<file path="src/logic/serial_debug_defs.vh">
`ifndef SERIAL_DEBUG_DEFS_VH
`define SERIAL_DEBUG_DEFS_VH
// Status/control bit positions
`define STAT_WAIT_STOP_BIT 2
`define STAT_SLEEP_FAIL_BIT 1
`define STAT_SLOW_FAIL_BIT 0
`define CTRL_FORCE_TAG_BIT 3
`define CTRL_MATCH_EN_BIT 7
`define CTRL_DEBUG_ACTIVE_BIT 6
// Reset values
`define STATUS_CTRL_RESET 8'h00
`define MATCH_ADDR_RESET 16'h0000
// Force-reset register
`define FORCE_RESET_BIT 0
`define FORCE_RESET_READ 8'h00
// Width of the generated target reset pulse, cycles
`define FORCE_RESET_PULSE 4'h8
// Command codes on the decoded command port
`define CMD_NONE 4'h0
`define CMD_HALT 4'h1
`define CMD_STATUS 4'h2
`define CMD_CTRL_LOAD 4'h3
`define CMD_MATCH_FETCH 4'h4
`define CMD_MATCH_LOAD 4'h5
`define CMD_MEM_STORE 4'h6
`define CMD_MEM_FETCH 4'h7
`define CMD_FORCE_FETCH 4'h8
`endif

</file>
<file path="src/logic/force_reset_gen.v">
`timescale 1ns/1ns
`include "serial_debug_defs.vh"
// Stretches a one-cycle request into a fixed-width target reset pulse
module force_reset_gen #(
    parameter [3:0] PULSE_CYCLES = `FORCE_RESET_PULSE
) (
    input wire sys_clk_i,
    input wire rst_i,
    input wire trigger_i,
    output reg target_reset_o
);
    reg [3:0] count_reg; // Remaining pulse cycles
    // Count down while the pulse is active
    always @(posedge sys_clk_i or posedge rst_i) begin
        if (rst_i) begin
            count_reg <= 4'h0;
            target_reset_o <= 1'b0;
        end else if (trigger_i) begin
            count_reg <= PULSE_CYCLES - 4'h1;
            target_reset_o <= 1'b1;
        end else if (count_reg != 4'h0) begin
            count_reg <= count_reg - 4'h1;
        end else begin
            target_reset_o <= 1'b0;
        end
    end
endmodule

</file>
<file path="src/logic/serial_debug_status_regs.v">
`timescale 1ns/1ns
`include "serial_debug_defs.vh"
module serial_debug_status_regs (
    input wire sys_clk_i,
    input wire rst_i,
    input wire cmd_valid_i,
    input wire [3:0] cmd_code_i,
    input wire [15:0] cmd_data_i,
    input wire cpu_sleep_i,
    input wire cpu_sleep_enter_i,
    input wire cpu_force_reset_wr_i,
    input wire [7:0] cpu_force_reset_data_i,
    output reg resp_valid_o,
    output reg [15:0] resp_data_o,
    output reg cmd_rejected_o,
    output reg halt_req_o,
    output reg mem_cmd_o,
    output reg debug_active_o,
    output reg match_enable_o,
    output reg force_tag_select_o,
    output reg [15:0] match_addr_o,
    output reg target_reset_o
);
    // Pin-level CPU status passes two flops first
    reg sleep_meta_reg;
    reg sleep_sync_reg;
    reg enter_meta_reg;
    reg enter_sync_reg;
    // Status and control state
    reg wait_stop_reg;
    reg sleep_fail_reg;
    reg forced_from_sleep_reg;
    reg [7:0] ctrl_reg;
    reg [15:0] match_addr_reg;
    reg reset_trigger_reg; // One-cycle request to the stretcher
    // Stretched pulse back from the generator
    wire reset_pulse;
    // Command classes decoded from the code port
    wire is_mem;
    wire is_halt;
    wire blocked;
    wire [7:0] status_byte;
    // Memory-access style commands
    assign is_mem = (cmd_code_i == `CMD_MEM_STORE) || (cmd_code_i == `CMD_MEM_FETCH);
    assign is_halt = (cmd_code_i == `CMD_HALT);
    // Target asleep: only halt or status may proceed
    // Sleep is seen two cycles late; a command taken earlier still runs
    assign blocked = sleep_sync_reg && !is_halt && (cmd_code_i != `CMD_STATUS);
    // Status byte: control bits above, flags below, slow fail tied low
    // No slow memory on this target, so bit 0 never rises
    assign status_byte = {ctrl_reg[7:3], wait_stop_reg, sleep_fail_reg, 1'b0};

    // Synchronisers for the CPU sleep signals
    // Async CPU levels: only the second flop is read by logic
    always @(posedge sys_clk_i or posedge rst_i) begin
        if (rst_i) begin
            sleep_meta_reg <= 1'b0;
            sleep_sync_reg <= 1'b0;
            enter_meta_reg <= 1'b0;
            enter_sync_reg <= 1'b0;
        end else begin
            // Two stages per pin
            sleep_meta_reg <= cpu_sleep_i;
            sleep_sync_reg <= sleep_meta_reg;
            enter_meta_reg <= cpu_sleep_enter_i;
            enter_sync_reg <= enter_meta_reg;
        end
    end

    // Command decode, flags and registers
    always @(posedge sys_clk_i or posedge rst_i) begin
        if (rst_i) begin
            // Flags clear, no pending trigger, no answer
            wait_stop_reg <= 1'b0;
            sleep_fail_reg <= 1'b0;
            forced_from_sleep_reg <= 1'b0;
            ctrl_reg <= `STATUS_CTRL_RESET;
            match_addr_reg <= `MATCH_ADDR_RESET;
            reset_trigger_reg <= 1'b0;
            resp_valid_o <= 1'b0;
            resp_data_o <= 16'h0000;
            cmd_rejected_o <= 1'b0;
            halt_req_o <= 1'b0;
            mem_cmd_o <= 1'b0;
        end else begin
            // Defaults: pulses drop after one cycle
            resp_valid_o <= 1'b0;
            cmd_rejected_o <= 1'b0;
            halt_req_o <= 1'b0;
            mem_cmd_o <= 1'b0;
            reset_trigger_reg <= 1'b0;
            // Level follows sleep, or sticks after a forced halt
            wait_stop_reg <= sleep_sync_reg || forced_from_sleep_reg;
            // Resuming user code ends the forced-halt memory
            // Checked before decode, so it holds even when the load is refused
            if (cmd_valid_i && (cmd_code_i == `CMD_CTRL_LOAD) && !cmd_data_i[`CTRL_DEBUG_ACTIVE_BIT]) begin
                forced_from_sleep_reg <= 1'b0;
            end
            // Code and data are only looked at with valid high
            if (cmd_valid_i) begin
                // Asleep: refuse, and note a lost memory access
                if (blocked) begin
                    cmd_rejected_o <= 1'b1;
                    // Memory command lost to sleep: sticky fail
                    if (is_mem) begin
                        sleep_fail_reg <= 1'b1;
                    end
                end else begin
                    case (cmd_code_i)
                        // Halt into debug; leaving sleep this way is remembered
                        `CMD_HALT: begin
                            halt_req_o <= 1'b1;
                            ctrl_reg[`CTRL_DEBUG_ACTIVE_BIT] <= 1'b1;
                            // Halt from sleep keeps the wait-stop flag up
                            if (sleep_sync_reg) begin
                                forced_from_sleep_reg <= 1'b1;
                            end
                        end
                        // Status byte in the low half
                        `CMD_STATUS: begin
                            resp_valid_o <= 1'b1;
                            resp_data_o <= {8'h00, status_byte};
                        end
                        // Control load from the host
                        `CMD_CTRL_LOAD: begin
                            // Writable bits only; status flags stay hardware-owned
                            ctrl_reg[7:3] <= cmd_data_i[7:3];
                            // Load clears the fail flag; only memory commands set it, so no race
                            sleep_fail_reg <= 1'b0;
                        end
                        // Breakpoint address read back
                        `CMD_MATCH_FETCH: begin
                            resp_valid_o <= 1'b1;
                            resp_data_o <= match_addr_reg;
                        end
                        // Breakpoint address load, link only
                        `CMD_MATCH_LOAD: begin
                            match_addr_reg <= cmd_data_i;
                        end
                        // Store, standing for a write to the force-reset register
                        `CMD_MEM_STORE: begin
                            // Sleep entry racing the store: fail instead of access
                            if (enter_sync_reg) begin
                                sleep_fail_reg <= 1'b1;
                                cmd_rejected_o <= 1'b1;
                            end else begin
                                mem_cmd_o <= 1'b1;
                                // Debug-link write of one triggers target reset
                                reset_trigger_reg <= cmd_data_i[`FORCE_RESET_BIT];
                            end
                        end
                        // Fetch: same race check as the store
                        `CMD_MEM_FETCH: begin
                            if (enter_sync_reg) begin
                                sleep_fail_reg <= 1'b1;
                                cmd_rejected_o <= 1'b1;
                            end else begin
                                mem_cmd_o <= 1'b1;
                            end
                        end
                        // Force-reset register reads as zero
                        `CMD_FORCE_FETCH: begin
                            resp_valid_o <= 1'b1;
                            resp_data_o <= {8'h00, `FORCE_RESET_READ};
                        end
                        // Unknown codes are only refused
                        default: begin
                            cmd_rejected_o <= 1'b1;
                        end
                    endcase
                end
            end
            // CPU writes to the force-reset register are left unread on purpose:
            // only the store branch arms the trigger, so user code cannot
            // reset the target, nor cancel a reset asked for over the link
        end
    end

    // Registered copies of control state for the breakpoint logic
    // One cycle of extra latency, traded for outputs straight from flops
    always @(posedge sys_clk_i or posedge rst_i) begin
        if (rst_i) begin
            // Idle outputs in reset
            debug_active_o <= 1'b0;
            match_enable_o <= 1'b0;
            force_tag_select_o <= 1'b0;
            match_addr_o <= `MATCH_ADDR_RESET;
            target_reset_o <= 1'b0;
        end else begin
            // Control reaches the pins one cycle after the edge that takes a load
            debug_active_o <= ctrl_reg[`CTRL_DEBUG_ACTIVE_BIT];
            match_enable_o <= ctrl_reg[`CTRL_MATCH_EN_BIT];
            force_tag_select_o <= ctrl_reg[`CTRL_FORCE_TAG_BIT];
            match_addr_o <= match_addr_reg;
            target_reset_o <= reset_pulse;
        end
    end

    // Reset pulse stretcher
    // Fixed width, so a one-cycle store request still resets the target fully
    force_reset_gen #(
        .PULSE_CYCLES(`FORCE_RESET_PULSE)
    ) u_force_reset (
        .sys_clk_i(sys_clk_i),
        .rst_i(rst_i),
        .trigger_i(reset_trigger_reg),
        .target_reset_o(reset_pulse)
    );
endmodule

</file>
<file path="config.mk">
export PLATFORM = sky130hd
export DESIGN_NAME = serial_debug_status_regs
export DESIGN_NICKNAME = d
export VERILOG_FILES = /design/src/logic/force_reset_gen.v /design/src/logic/serial_debug_status_regs.v
export VERILOG_INCLUDE_DIRS = /design/src /design/src/logic
export SDC_FILE = /design/constraint.sdc
export NUM_CORES = 1
export LEC_CHECK = 0
export ABC_AREA = 1
export BUFFER_PORTS_ARGS = -buffer_cell sky130_fd_sc_hd__buf_2
export CAP_MARGIN = 0
export CORE_UTILIZATION = 57
export CTS_CLUSTER_SIZE = 16
export DETAILED_ROUTE_END_ITERATION = 10
export GPL_TIMING_DRIVEN = 0
export PLACE_DENSITY_LB_ADDON = 0.2
export SLEW_MARGIN = 20
export SYNTH_ARGS = -nofsm -noshare
export SYNTH_HDL_FRONTEND = slang
export SYNTH_HIERARCHICAL = 1
export SYNTH_SLANG_ARGS = --single-unit
</file>
<file path="constraint.sdc">
create_clock -name sys_clk_i -period 5.8 [get_ports sys_clk_i]
set_input_delay 0.29 -clock sys_clk_i [delete_from_list [all_inputs] [get_ports sys_clk_i]]
set_output_delay 0.29 -clock sys_clk_i [all_outputs]
set_load 0.05 [all_outputs]
</file>
# Word level (Yosys, flattened, before mapping)
# Cells that the tools add are included.
[totals] n_memories=0 rom_bits=0 latchBits=0 regBits=74 inputBits=34 ramBits=0
[op_classes] div_mod_pow=0 mul=0 n_shift=0 n_lt_le_gt_ge=0 bitwise_logic=1 n_eq_ne=12 n_reduce_logical=21 n_mux=33 n_addsub=1
[ops] cell="16-bit one-hot mux with 3 select lines" n=1
[ops] cell="1-bit 2-to-1 mux" n=27
[ops] cell="4-bit by 3-bit equality test with 1-bit output (second input constant)" n=4
[ops] cell="3-bit AND reduction" n=4
[ops] cell="4-bit by 2-bit equality test with 1-bit output (second input constant)" n=2
[ops] cell="4-bit 2-to-1 mux" n=2
[ops] cell="1-bit one-hot mux with 2 select lines" n=3
[ops] cell="3-bit nonzero test" n=2
[ops] cell="6-bit OR reduction" n=1
[ops] cell="4-bit by 1-bit equality test with 1-bit output (second input constant)" n=1
[ops] cell="4-bit equality test (second input constant)" n=1
[ops] cell="1-bit logical AND" n=4
[ops] cell="2-bit inequality test (second input constant)" n=2
[ops] cell="4-bit by 2-bit inequality test with 1-bit output (second input constant)" n=1
[ops] cell="4-bit AND reduction" n=1
[ops] cell="2-bit nonzero test" n=2
[ops] cell="4-bit nonzero test" n=1
[ops] cell="4-bit by 1-bit subtractor with 4-bit output (second input constant)" n=1
[ops] cell="3-bit by 1-bit inequality test with 1-bit output (second input constant)" n=1
[ops] cell="3-bit OR reduction" n=1
[ops] cell="1-bit zero test" n=2
[ops] cell="1-bit logical OR" n=2
[ops] cell="2-bit OR reduction" n=1
[ops] cell="1-bit NOT" n=1

# Logic depth before layout (Yosys ltp)
# Gate-level depths: netlist of the first run.
[depth] word_depth=8 ltp_mapped=8 depth_no_buf=7

# Hierarchy
# Netlist of the first run, hierarchy kept.
[by_module_without_submodules] module="serial_debug_status_regs" n_inst=1 cells_per_inst=289 seq_area_each_um2=1726.7 area_per_inst_um2=2758.9
[by_module_without_submodules] module="force_reset_gen" n_inst=1 cells_per_inst=35 seq_area_each_um2=125.1 area_per_inst_um2=261.5

# Worst setup path before layout of the first run
# Ideal clock, no wire load.
[synth_timing] kind="input-to-reg" startpoint="input cmd_code_i[2]" endpoint="register resp_data_o[0]" setup_time_ps=119 stages=7 path_buffers=1 path_slack_ps=4555 required_time_ps=5681 arrival_time_ps=1126 path_cell_list="nor2_1 nand2_1 nand3_4 nand3_4 buf_6 nand2_1 nand2_1"
[synth_between] elab_chain_cells=6 elab_cells_between_ends=12 classes_between="eq/ne (5); mux (1); bitwise (1); reduce/logical (5)"
[synth_lines] item="start, declared" line_no="serial_debug_status_regs.v:7" rtl="input wire [3:0] cmd_code_i,"
[synth_lines] item="4-bit by 1-bit equality test with 1-bit output"
[synth_lines] item="1-bit zero test" line_no="serial_debug_status_regs.v:48" rtl="assign blocked = sleep_sync_reg && !is_halt && (cmd_code_i != `CMD_STATUS);"
[synth_lines] item="1-bit logical AND (2 in series)" line_no="serial_debug_status_regs.v:48"
[synth_lines] item="1-bit NOT (no line)"
[synth_lines] item="3-bit AND reduction (no line)"
[synth_lines] item="end signal, assigned" line_no="serial_debug_status_regs.v:122" rtl="resp_data_o <= {8'h00, status_byte};"
[synth_lines] item="end signal, assigned" line_no="serial_debug_status_regs.v:134" rtl="resp_data_o <= match_addr_reg;"
[synth_lines] item="end signal, assigned" line_no="serial_debug_status_regs.v:164" rtl="resp_data_o <= {8'h00, `FORCE_RESET_READ};"
[synth_lines] item="end, declared" line_no="serial_debug_status_regs.v:14" rtl="output reg [15:0] resp_data_o,"
# Parallel ways exist; a longest one is shown, timed or not.
# A chain may end at the register's enable or synchronous reset.

# Worst setup path after layout of the first run
[layout_timing] startpoint="register resp_data_o[7]" endpoint="output resp_data_o[7]"
# No word-level cell between the ends.

==> flow_metrics.tcl, run 1 <==
set metrics [dict create \
    synth_edf_count 0 \
    floorplan.die_area_um2 5590 \
    avgViaCountPerCell 5.27 \
    syn-cell-area_um2 3020 \
    routed_wl_mm 6.48 \
    post_synth_mux_area_share_pct 0 \
    ant_nets 0 \
    yosysUniqueCellTypes 24 \
    cp_slowest_stage_delay_ns 0.39 \
    worst_setup_hold_path_clk_slew_ns 0.08 \
    first_drt_pass_iteration_count 5 \
    synth_compound_gate_area_share_pct 1.20 \
    slowest_stage "sky130_fd_sc_hd__dfrtp_1" \
    vias 2509 \
    worstPathMaxFanout 2 \
    synth_top_family_by_area "simple AND/OR/NAND/NOR gates" \
    cts_max_level 3 \
    crit_arrival_ns 1.01 \
    worst_setup_path_end_kind "output pin" \
    maxUsedRoutingLayer "met4" \
    ctsResizeCount 0 \
    drtIter0Drc 209 \
    design.final.nets 436 \
    synthesis.nets 359 \
    timing_hold_violations_final 0 \
    post-route-period-util_pct 22.4 \
    synth_warnings 6 \
    syn-instance-count 324 \
    insertedDiodeCount 0 \
    drive_above_1_share_pct 26.4 \
    fp.dieW_um 74.8 \
    place_hpwl_mm 4.54 \
    postSynthRegisterBits 74 \
    routabilityCongestion 0.840 \
    met3_wirelength_um 425 \
    chipHeight_um 74.8 \
    cts_tree "yes" \
    routedLengthMet1_mm 2.90 \
    rsz0062_at_grt "no" \
    ctsHoldBuffers 1 \
    grt_first_pass_wirelength_mm 10.8 \
    grt_max_degree 38 \
    netSwitchingPower_uw 531 \
    fin_hold_ws_ns 0.0523 \
    power.switching_fraction_pct 34.9 \
    cts_buffer_depth 2 \
    synthFlopType "sky130_fd_sc_hd__dfrtp_1" \
    cts_post_setup_buffers_inserted 0 \
    dr_wl_met2_mm 3.05 \
    total_clock_sinks 74 \
    leakage_nw 2.08 \
    list_of_cells_traversed_by_the_critical_path "buf_2" \
    kind_of_launch_point_of_the_worst_setup_path "flip-flop" \
    grt_remaining_overflow 0 \
    antenna_found_initial 0 \
    synth_area_in_simple_gates_pct 31.2 \
    avgSynthCellArea_um2 9.32 \
    tritoncts.num_buffers 9 \
    worst_skew_pair_later_pin_latency_ns 0.35 \
    power.share.clock_pct 31.2 \
    boundaryPins 74 \
    area_delta_synth_final_pct 22.6 \
    share_seq_of_total_power_pct 43.6 \
    cp_top_family "flip-flops" \
    drt_drc_violations_left 0 \
    p_int_uw 993 \
    path_class "flip-flop to output pin" \
    power_density_nw_per_um2 412 \
    timing.max_slew.rel_slack_pct 66.5 \
    grt_usage_pct 26.6 \
    wire_per_inst_um 13.6 \
    finalWorstPathRequiredPeriod_ns 1.30 \
    vias_in_the_first_global_route 2280 \
    clockRootBuffer "sky130_fd_sc_hd__clkbuf_8" \
    outcome "complete, no violations" \
    coreArea_um2 5110 \
    vdd_drop_max_v 0.000221 \
    finalSetupTns_ns 0 \
    power_frac_comb_pct 25.1 \
    yosysSeqAreaShare_pct 61.3 \
    synth_async_sr_flop_share_pct 100 \
    cp_buf_inv_count 1 \
    post_synth_fa_ha_maj_area_fraction_pct 0.414 \
    fmax_ghz 0.770 \
    floorplan.initialDensity_pct 59.1 \
    finalSetupViolCount 0 \
    tightestPinTransition_ns 0.503 \
    layout_setup_ws_ns 4.50 \
    post-place-ws_ns 4.20 \
    timing.max_cap.violations 0 \
    io_buffer_count 64 \
    fin_skew_ns 0.00944 \
    fill_cells 387 \
    synth_xor_xnor_area_share_pct 0 \
    worst-endpoint-required_ns 5.51 \
    timing.final.max_slew_violations 0 \
    core.rowCount 26 \
    hold_path.class "input pin to flip-flop" \
]
cells by family (layout without fill, tap and decap cells):
| logic type | Yosys count | count (layout) |
|---|---|---|
| AND/OR/NAND/NOR | 204 | 204 |
| flip-flops | 74 | 74 |
| buffers and inverters | 39 | 121 |
| AO/OA/AOI/OAI | 6 | 6 |
| adder cells (fa/ha/maj) | 1 | 1 |
layout by cell type (no fill, tap or decap):
master                          count
sky130_fd_sc_hd__buf_6              2
sky130_fd_sc_hd__clkinvlp_4         3
sky130_fd_sc_hd__nand3b_1           1
sky130_fd_sc_hd__dfrtp_1           74
sky130_fd_sc_hd__inv_2              4
sky130_fd_sc_hd__nand2_4            1
sky130_fd_sc_hd__nor2_1            24
sky130_fd_sc_hd__nand3_4            3
sky130_fd_sc_hd__nand2_1          125
sky130_fd_sc_hd__nor2_2             3
sky130_fd_sc_hd__nand3_1            8
sky130_fd_sc_hd__or2_2              1
sky130_fd_sc_hd__buf_1              2
sky130_fd_sc_hd__inv_1             22
sky130_fd_sc_hd__inv_4              1
sky130_fd_sc_hd__nor3_2             1
sky130_fd_sc_hd__bufinv_16          3
sky130_fd_sc_hd__o21ai_0            2
sky130_fd_sc_hd__buf_12             1
sky130_fd_sc_hd__o21ai_1            2
sky130_fd_sc_hd__clkbuf_8           9
sky130_fd_sc_hd__a21boi_0           1
sky130_fd_sc_hd__nand2_2            1
sky130_fd_sc_hd__dlygate4sd3_1      1
sky130_fd_sc_hd__nand3_2            1
sky130_fd_sc_hd__clkinv_2           1
sky130_fd_sc_hd__buf_2             69
sky130_fd_sc_hd__nand4_1           35
sky130_fd_sc_hd__ha_1               1
sky130_fd_sc_hd__buf_4              3
sky130_fd_sc_hd__a22o_1             1
per-stage QoR:
stage / power [mW] / instance area, µm² / cells / utilization (%)
2_1_floorplan: 0.957 / 3020 / 324 / -
3_3_place_gp: 1.04 / 3430 / 458 / 67.1
3_5_place_dp: 1.06 / 3450 / 459 / 67.6
4_1_cts: 1.53 / 3700 / 476 / 72.5
5_1_grt: 1.60 / 3700 / 476 / 72.5
6_report: 1.52 / 3700 / 476 / 72.5
synthesized netlist by cell type (2+ instances only):
cell,n,area [µm²]
sky130_fd_sc_hd__buf_1,2,7.51
sky130_fd_sc_hd__buf_2,5,25.0
sky130_fd_sc_hd__buf_4,3,22.5
sky130_fd_sc_hd__buf_6,2,22.5
sky130_fd_sc_hd__dfrtp_1,74,1850
sky130_fd_sc_hd__inv_1,23,86.3
sky130_fd_sc_hd__inv_2,4,15.0
sky130_fd_sc_hd__nand2_1,125,469
sky130_fd_sc_hd__nand3_1,8,40.0
sky130_fd_sc_hd__nand3_4,3,52.6
sky130_fd_sc_hd__nand4_1,35,219
sky130_fd_sc_hd__nor2_1,24,90.1
sky130_fd_sc_hd__nor2_2,3,18.8
sky130_fd_sc_hd__o21ai_0,2,10.0
sky130_fd_sc_hd__o21ai_1,2,10.0
area by class of cell:
class	count	area, µm²	area share (%)
multi-input combinational	211	990	26.7
inverter	27	104	2.81
timing repair buffer	66	350	9.46
buffer	12	77.6	2.10
tap	70	87.6	2.37
clock buffer	9	124	3.35
clock inverter	7	118	3.18
sequential	74	1850	50.0
per-layer routing:
metal,GRT usage (%),vias up
met3,4.95,10
met1,38.0,1192
met4,12.4,0
met2,39.6,104
li1,-,1203
met5,0,-
final timing paths:
| check | startpoint | end | slack (ns) | cells after the start |
|---|---|---|---|---|
| hold reg to reg | sleep_meta_reg | sleep_sync_reg | 0.35 | 0 |
| max in group asynchronous | rst_i | resp_data_o[13] | 4.78 | 4 |
| setup / recovery | resp_data_o[7] | resp_data_o[7] | 4.50 | 1 |
| min in group asynchronous | rst_i | u_force_reset/count_reg[0] | 0.41 | 3 |
| setup reg to reg | sleep_sync_reg | resp_data_o[12] | 4.64 | 4 |
| hold / removal | cpu_sleep_i | sleep_meta_reg | 0.05 | 1 |
power by group through the flow:
stage / Sequential (mW) / Combinational, mW / Clock, mW
global placement: 0.672 / 0.373 / 0
CTS: 0.665 / 0.384 / 0.482
floorplan: 0.815 / 0.141 / 0
detailed placement: 0.674 / 0.382 / 0
global route: 0.678 / 0.426 / 0.499
finish: 0.665 / 0.383 / 0.476
Note: power is estimated with default switching activity, not from simulation.
==> run 2, diff against run 1 <==
--- a/config.mk
+++ b/config.mk
@@ -9,7 +9,7 @@
 export ABC_AREA = 1
 export BUFFER_PORTS_ARGS = -buffer_cell sky130_fd_sc_hd__buf_2
 export CAP_MARGIN = 0
-export CORE_UTILIZATION = 57
+export CORE_UTILIZATION = 47
 export CTS_CLUSTER_SIZE = 16
 export DETAILED_ROUTE_END_ITERATION = 10
 export GPL_TIMING_DRIVEN = 0
==> constraint.sdc (replaced) <==
create_clock -name sys_clk_i -period 1.1 [get_ports sys_clk_i]
set_input_delay 0.055 -clock sys_clk_i [delete_from_list [all_inputs] [get_ports sys_clk_i]]
set_output_delay 0.055 -clock sys_clk_i [all_outputs]
set_load 0.05 [all_outputs]
==> run 2 against run 1 <==
Net effect:
- sequential cell count is the same
- die area grew 21%
- routed wire length increased by 16%
- sequential share of layout area fell by 3.8 points
- global-route usage down 2.3 points
- core utilization fell by 6.3 points
- cell area up 8.4%
- clock power rose to 4.9 times the previous value
- hold slack worse by 0.038 ns
- critical path depth up 4
- combinational power grew to 5.8 times the previous value
- critical path type is now flip-flop to flip-flop
- critical endpoint is now match_addr_reg[7]
==> flow_metrics.tcl, run 2 (synthesized netlist as in run 1, its figures left out) <==
set metrics [dict create \
    routed_wl_mm 7.49 \
    fmax_ghz 0.910 \
    power_frac_comb_pct 27.4 \
    fin_hold_ws_ns 0.0148 \
    place_hpwl_mm 4.84 \
    crit_arrival_ns 1.34 \
    leakage_nw 2.21 \
    timing.max_cap.violations 0 \
    vdd_drop_max_v 0.00109 \
    drt_drc_violations_left 0 \
    rsz0062_at_grt "yes" \
    grt_first_pass_wirelength_mm 11.9 \
    fp.dieW_um 82.2 \
    p_int_mw 5.19 \
    power.share.clock_pct 28.9 \
    fill_cells 499 \
    tritoncts.num_buffers 9 \
    finalWorstPathRequiredPeriod_ns 1.10 \
    vias_in_the_first_global_route 2443 \
    wire_per_inst_um 14.7 \
    fin_skew_ns 0.00806 \
    kind_of_launch_point_of_the_worst_setup_path "flip-flop" \
    worst_skew_pair_later_pin_latency_ns 0.35 \
    cts_tree "yes" \
    dpl-instance-area_um2 3480 \
    share_seq_of_total_power_pct 43.7 \
    hold_path.startpoint "cmd_data_i[0]" \
    timing_hold_violations_final 0 \
    finalSetupViolCount 0 \
    floorplan.initialDensity_pct 49.8 \
    total_clock_sinks 74 \
    hold_path.class "input pin to flip-flop" \
    design.final.nets 465 \
    io_buffer_count 64 \
    drive_above_1_share_pct 28.0 \
    worstPathMaxFanout 10 \
    placed_cells_incl_taps 465 \
    core.rowCount 28 \
    routabilityCongestion 0.835 \
    cts_max_level 3 \
    grt_usage_pct 24.3 \
    floorplan.die_area_um2 6750 \
    boundaryPins 74 \
    worst_setup_path_end_kind "flip-flop" \
    post-route-period-util_pct 99.9 \
    power_density_nw_per_um2 2010 \
    mostFrequentLayoutCell "sky130_fd_sc_hd__nand2_1" \
    path_class "flip-flop to flip-flop" \
    first_drt_pass_iteration_count 5 \
    worst_setup_hold_path_clk_slew_ns 0.08 \
    antenna_found_initial 0 \
    coreArea_um2 6060 \
    netSwitchingPower_mw 2.88 \
    critical_path.reg2reg.startpoint "sleep_sync_reg" \
    worst-endpoint-required_ns 1.34 \
    vias 2618 \
    timing.max_slew.rel_slack_pct 66.2 \
    power.switching_fraction_pct 35.7 \
    cts_buffer_depth 2 \
    avgViaCountPerCell 5.13 \
    insertedDiodeCount 0 \
    grt_remaining_overflow 0 \
    grt_max_degree 26 \
    final_core_util_pct 66.2 \
    chipHeight_um 82.2 \
    outcome "complete, no violations" \
    final_cells 510 \
    drtIter0Drc 273 \
    top_library_cells_by_usage_in_the_layout_fill_and_taps_aside "sky130_fd_sc_hd__nand2_1 (123), sky130_fd_sc_hd__dfrtp_1 (73), sky130_fd_sc_hd__buf_2 (68)" \
    clockRootBuffer "sky130_fd_sc_hd__clkbuf_8" \
    postLayoutCellArea_um2 4010 \
    ant_nets 0 \
    startpoint "sleep_sync_reg" \
    tightestPinTransition_ns 0.505 \
    area_delta_synth_final_pct 32.9 \
    timing.final.max_slew_violations 0 \
]
## run 2: timing repair
item                                   4_1_cts  5_1_grt
hold buffers                                19        0
gates cloned                                 1        1
gates resized for setup                      4        8
pin swaps                                    3        3
endpoints found under the hold margin       47        0
setup endpoints to repair                   26       52
buffers inserted                             7        1
## run 2: final timing paths
path                       cells past startpoint  slack (ns)                           end
setup / recovery                               5      0.0007             match_addr_reg[7]
hold / removal                                 3        0.01             reset_trigger_reg
setup reg to reg                               5      0.0007             match_addr_reg[7]
hold reg to reg                                0        0.35                sleep_sync_reg
max in group asynchronous                      5        0.25                sleep_sync_reg
min in group asynchronous                      3        0.21  u_force_reset/target_reset_o
## run 2: metal layers
metal | global-route usage (%) | vias up | share of wire, %
li1 | - | 1256 | -
met4 | 11.1 | 0 | 2.0
met2 | 36.0 | 97 | 46
met3 | 4.51 | 16 | 5.6
met1 | 34.7 | 1249 | 46
met5 | 0 | - | 0
## run 2: layout make-up
type / count / area, µm² / area share [%]
sequential: 74 / 1850 / 46.2
timing repair buffer: 93 / 631 / 15.7
inverter: 27 / 105 / 2.62
tap: 75 / 93.8 / 2.34
timing repair inverter: 1 / 5.00 / 0.125
multi-input combinational: 212 / 1020 / 25.5
clock buffer: 11 / 141 / 3.52
clock inverter: 5 / 77.6 / 1.93
buffer: 12 / 83.8 / 2.09
## run 2: stage by stage
step | total power, mW | TNS [ns] | setup WS (ns)
finish | 8.07 | 0 | 0.000730
global route | 8.51 | -0.295 | -0.0269
CTS | 7.98 | 0 | 0.0151
detailed placement | 5.59 | -8.01 | -0.279
global placement | 5.52 | -19.80 | -0.261
floorplan | 5.05 | 0 | 0.0689
## run 2: worst max-delay path, cell delays in order (launching register included)
cell and delay (ns):
sky130_fd_sc_hd__dfrtp_2 0.45, sky130_fd_sc_hd__nand3_4 0.14, sky130_fd_sc_hd__nand3_4 0.12, sky130_fd_sc_hd__buf_6 0.17, sky130_fd_sc_hd__nand2_1 0.07, sky130_fd_sc_hd__nand2_1 0.05
## run 2: power by group through the flow
stage / combinational [mW] / clock, mW / sequential, mW
2_1_floorplan: 0.746 / 0 / 4.30
3_3_place_gp: 1.98 / 0 / 3.54
3_5_place_dp: 2.04 / 0 / 3.55
4_1_cts: 2.12 / 2.35 / 3.51
5_1_grt: 2.45 / 2.47 / 3.59
6_report: 2.21 / 2.34 / 3.52
==> run 3, diff against run 2 <==
--- a/config.mk
+++ b/config.mk
@@ -9,7 +9,9 @@
 export ABC_AREA = 1
 export BUFFER_PORTS_ARGS = -buffer_cell sky130_fd_sc_hd__buf_2
 export CAP_MARGIN = 0
-export CORE_UTILIZATION = 47
+export CELL_PAD_IN_SITES_DETAIL_PLACEMENT = 0
+export CELL_PAD_IN_SITES_GLOBAL_PLACEMENT = 1
+export CORE_UTILIZATION = 30
 export CTS_CLUSTER_SIZE = 16
 export DETAILED_ROUTE_END_ITERATION = 10
 export GPL_TIMING_DRIVEN = 0
==> constraint.sdc (replaced) <==
create_clock -name sys_clk_i -period 1.19 [get_ports sys_clk_i]
set_input_delay 0.0595 -clock sys_clk_i [delete_from_list [all_inputs] [get_ports sys_clk_i]]
set_output_delay 0.0595 -clock sys_clk_i [all_outputs]
set_load 0.05 [all_outputs]
==> run 3 against run 2 <==
Net effect:
- sequential power decreased by 8.0%
- largest cell class unchanged
- critical endpoint is now match_addr_reg[4]
- hold slack got worse by 0.0025 ns
- register-to-register slack improved by 0.04 ns
==> flow_metrics.tcl, run 3 (synthesized netlist as in run 1, its figures left out) <==
set metrics [dict create \
    outcome "complete, no violations" \
    fp.dieW_um 102 \
    worst_skew_pair_later_pin_latency_ns 0.35 \
    coreArea_um2 9770 \
    cts_tree "yes" \
    routabilityCongestion 0.802 \
    worst-r2r-cell-count 5 \
    boundaryPins 74 \
    area_delta_synth_final_pct 33.0 \
    ant_nets 0 \
    floorplan.initialDensity_pct 30.9 \
    core.rowCount 36 \
    grt_remaining_overflow 0 \
    top_library_cells_by_usage_in_the_layout_fill_and_taps_aside "sky130_fd_sc_hd__nand2_1 (125), sky130_fd_sc_hd__dfrtp_1 (73), sky130_fd_sc_hd__buf_2 (69)" \
    hold_path.class "input pin to flip-flop" \
    finalSetupTns_ns 0 \
    drt_drc_violations_left 0 \
    floorplan.die_area_um2 10500 \
    rsz0062_at_grt "yes" \
    timing_hold_violations_final 0 \
    first_drt_pass_iteration_count 4 \
    final_core_util_pct 41.1 \
    worstPathMaxFanout 10 \
    timing.max_cap.violations 0 \
    clockRootBuffer "sky130_fd_sc_hd__clkbuf_8" \
    drive_above_1_share_pct 26.4 \
    cp_slowest_stage_delay_ns 0.45 \
    avgViaCountPerCell 4.51 \
    fin_skew_ns 0.00585 \
    power_density_nw_per_um2 1920 \
    cts_buffer_depth 2 \
    list_of_cells_traversed_by_the_critical_path "nand3_4, nand3_4, buf_6, nand2_1, nand2_1" \
    worst_hold_path_stage_count 3 \
    slowest_stage "sky130_fd_sc_hd__dfrtp_2" \
    timing.max_slew.rel_slack_pct 61.2 \
    worst_setup_hold_path_clk_slew_ns 0.07 \
    post-route-period-util_pct 96.7 \
    wire_per_inst_um 14.1 \
    finalWorstPathRequiredPeriod_ns 1.15 \
    power.total_mw 7.73 \
    fmax_ghz 0.869 \
    tightestPinTransition_ns 0.579 \
    total_clock_sinks 74 \
    leakage_nw 2.19 \
    grt_max_degree 33 \
    worst_setup_path_end_kind "flip-flop" \
    path_class "flip-flop to flip-flop" \
    timing.final.max_slew_violations 0 \
    vias_in_the_first_global_route 2466 \
    drtIter0Drc 145 \
    design.final.nets 457 \
    mostFrequentLayoutCell "sky130_fd_sc_hd__nand2_1" \
    crit_arrival_ns 1.39 \
    tritoncts.num_buffers 9 \
    vdd_drop_max_v 0.000629 \
    vias 2519 \
    chipHeight_um 102 \
    grt_first_pass_wirelength_mm 12.4 \
    cts_max_level 3 \
    io_buffer_count 64 \
    kind_of_launch_point_of_the_worst_setup_path "flip-flop" \
    antenna_found_initial 0 \
    insertedDiodeCount 0 \
    worst-endpoint-required_ns 1.43 \
    finalSetupViolCount 0 \
    routed_wl_mm 7.87 \
    place_hpwl_mm 5.37 \
    grt_usage_pct 16.3 \
]
[run 3: path summary, 6_finish.rpt]
check / startpoint / to / slack (ns)
max: sleep_sync_reg / match_addr_reg[4] / 0.04
min: cmd_code_i[2] / reset_trigger_reg / 0.01
max reg2reg: sleep_sync_reg / match_addr_reg[4] / 0.04
min reg2reg: enter_meta_reg / enter_sync_reg / 0.36
max in group asynchronous: rst_i / sleep_sync_reg / 0.57
min in group asynchronous: rst_i / u_force_reset/count_reg[3] / 0.18
[run 3: repair_timing]
action	CTS	global route
endpoints found under the setup margin	0	26
setup buffers	0	2
hold endpoints to repair	95	0
hold buffers	18	0
gates resized for setup	0	5
[run 3: layout make-up]
cell class	count	area, µm²
multi-input cells	212	1010
well taps	133	166
flip-flops and latches	74	1850
plain buffers	12	77.6
repair buffers	86	556
inverters	27	105
clock buffers	9	124
clock inverters	5	129
fillers	1018	5760
[run 3: per-layer routing]
metal	GRT usage (%)	wire length, µm	vias to the layer above
li1	-	-	1237
met1	22.4	3740	1197
met2	24.2	3600	74
met3	4.10	414	11
met4	7.14	114	0
met5	0	0	-
[run 3: per-stage QoR]
step / cells / area (µm²) / worst slack [ns] / hold WS (ns)
final: 558 / 4020 / 0.0396 / 0.0123
after global routing: 558 / 4020 / -0.0325 / 0.0151
after CTS: 555 / 3980 / 0.0310 / 0.00547
after detailed placement: 523 / 3550 / -0.274 / 0.00156
after global placement: 521 / 3510 / -0.291 / -0.000811
after floorplan: 324 / 3020 / 0.159 / -0.162
[run 3: power breakdown]
group	internal (mW)	switching, mW
Combinational	0.536	1.41
Clock	1.59	0.947
Sequential	2.97	0.271
Total	5.09	2.63
[run 3: worst max-delay path, delay by kind of cell, from the launching register on]
family                 cells  cell delay (ns)
buffers and inverters      1             0.18
DFF                        1             0.45
and+or+nand+nor            4             0.40
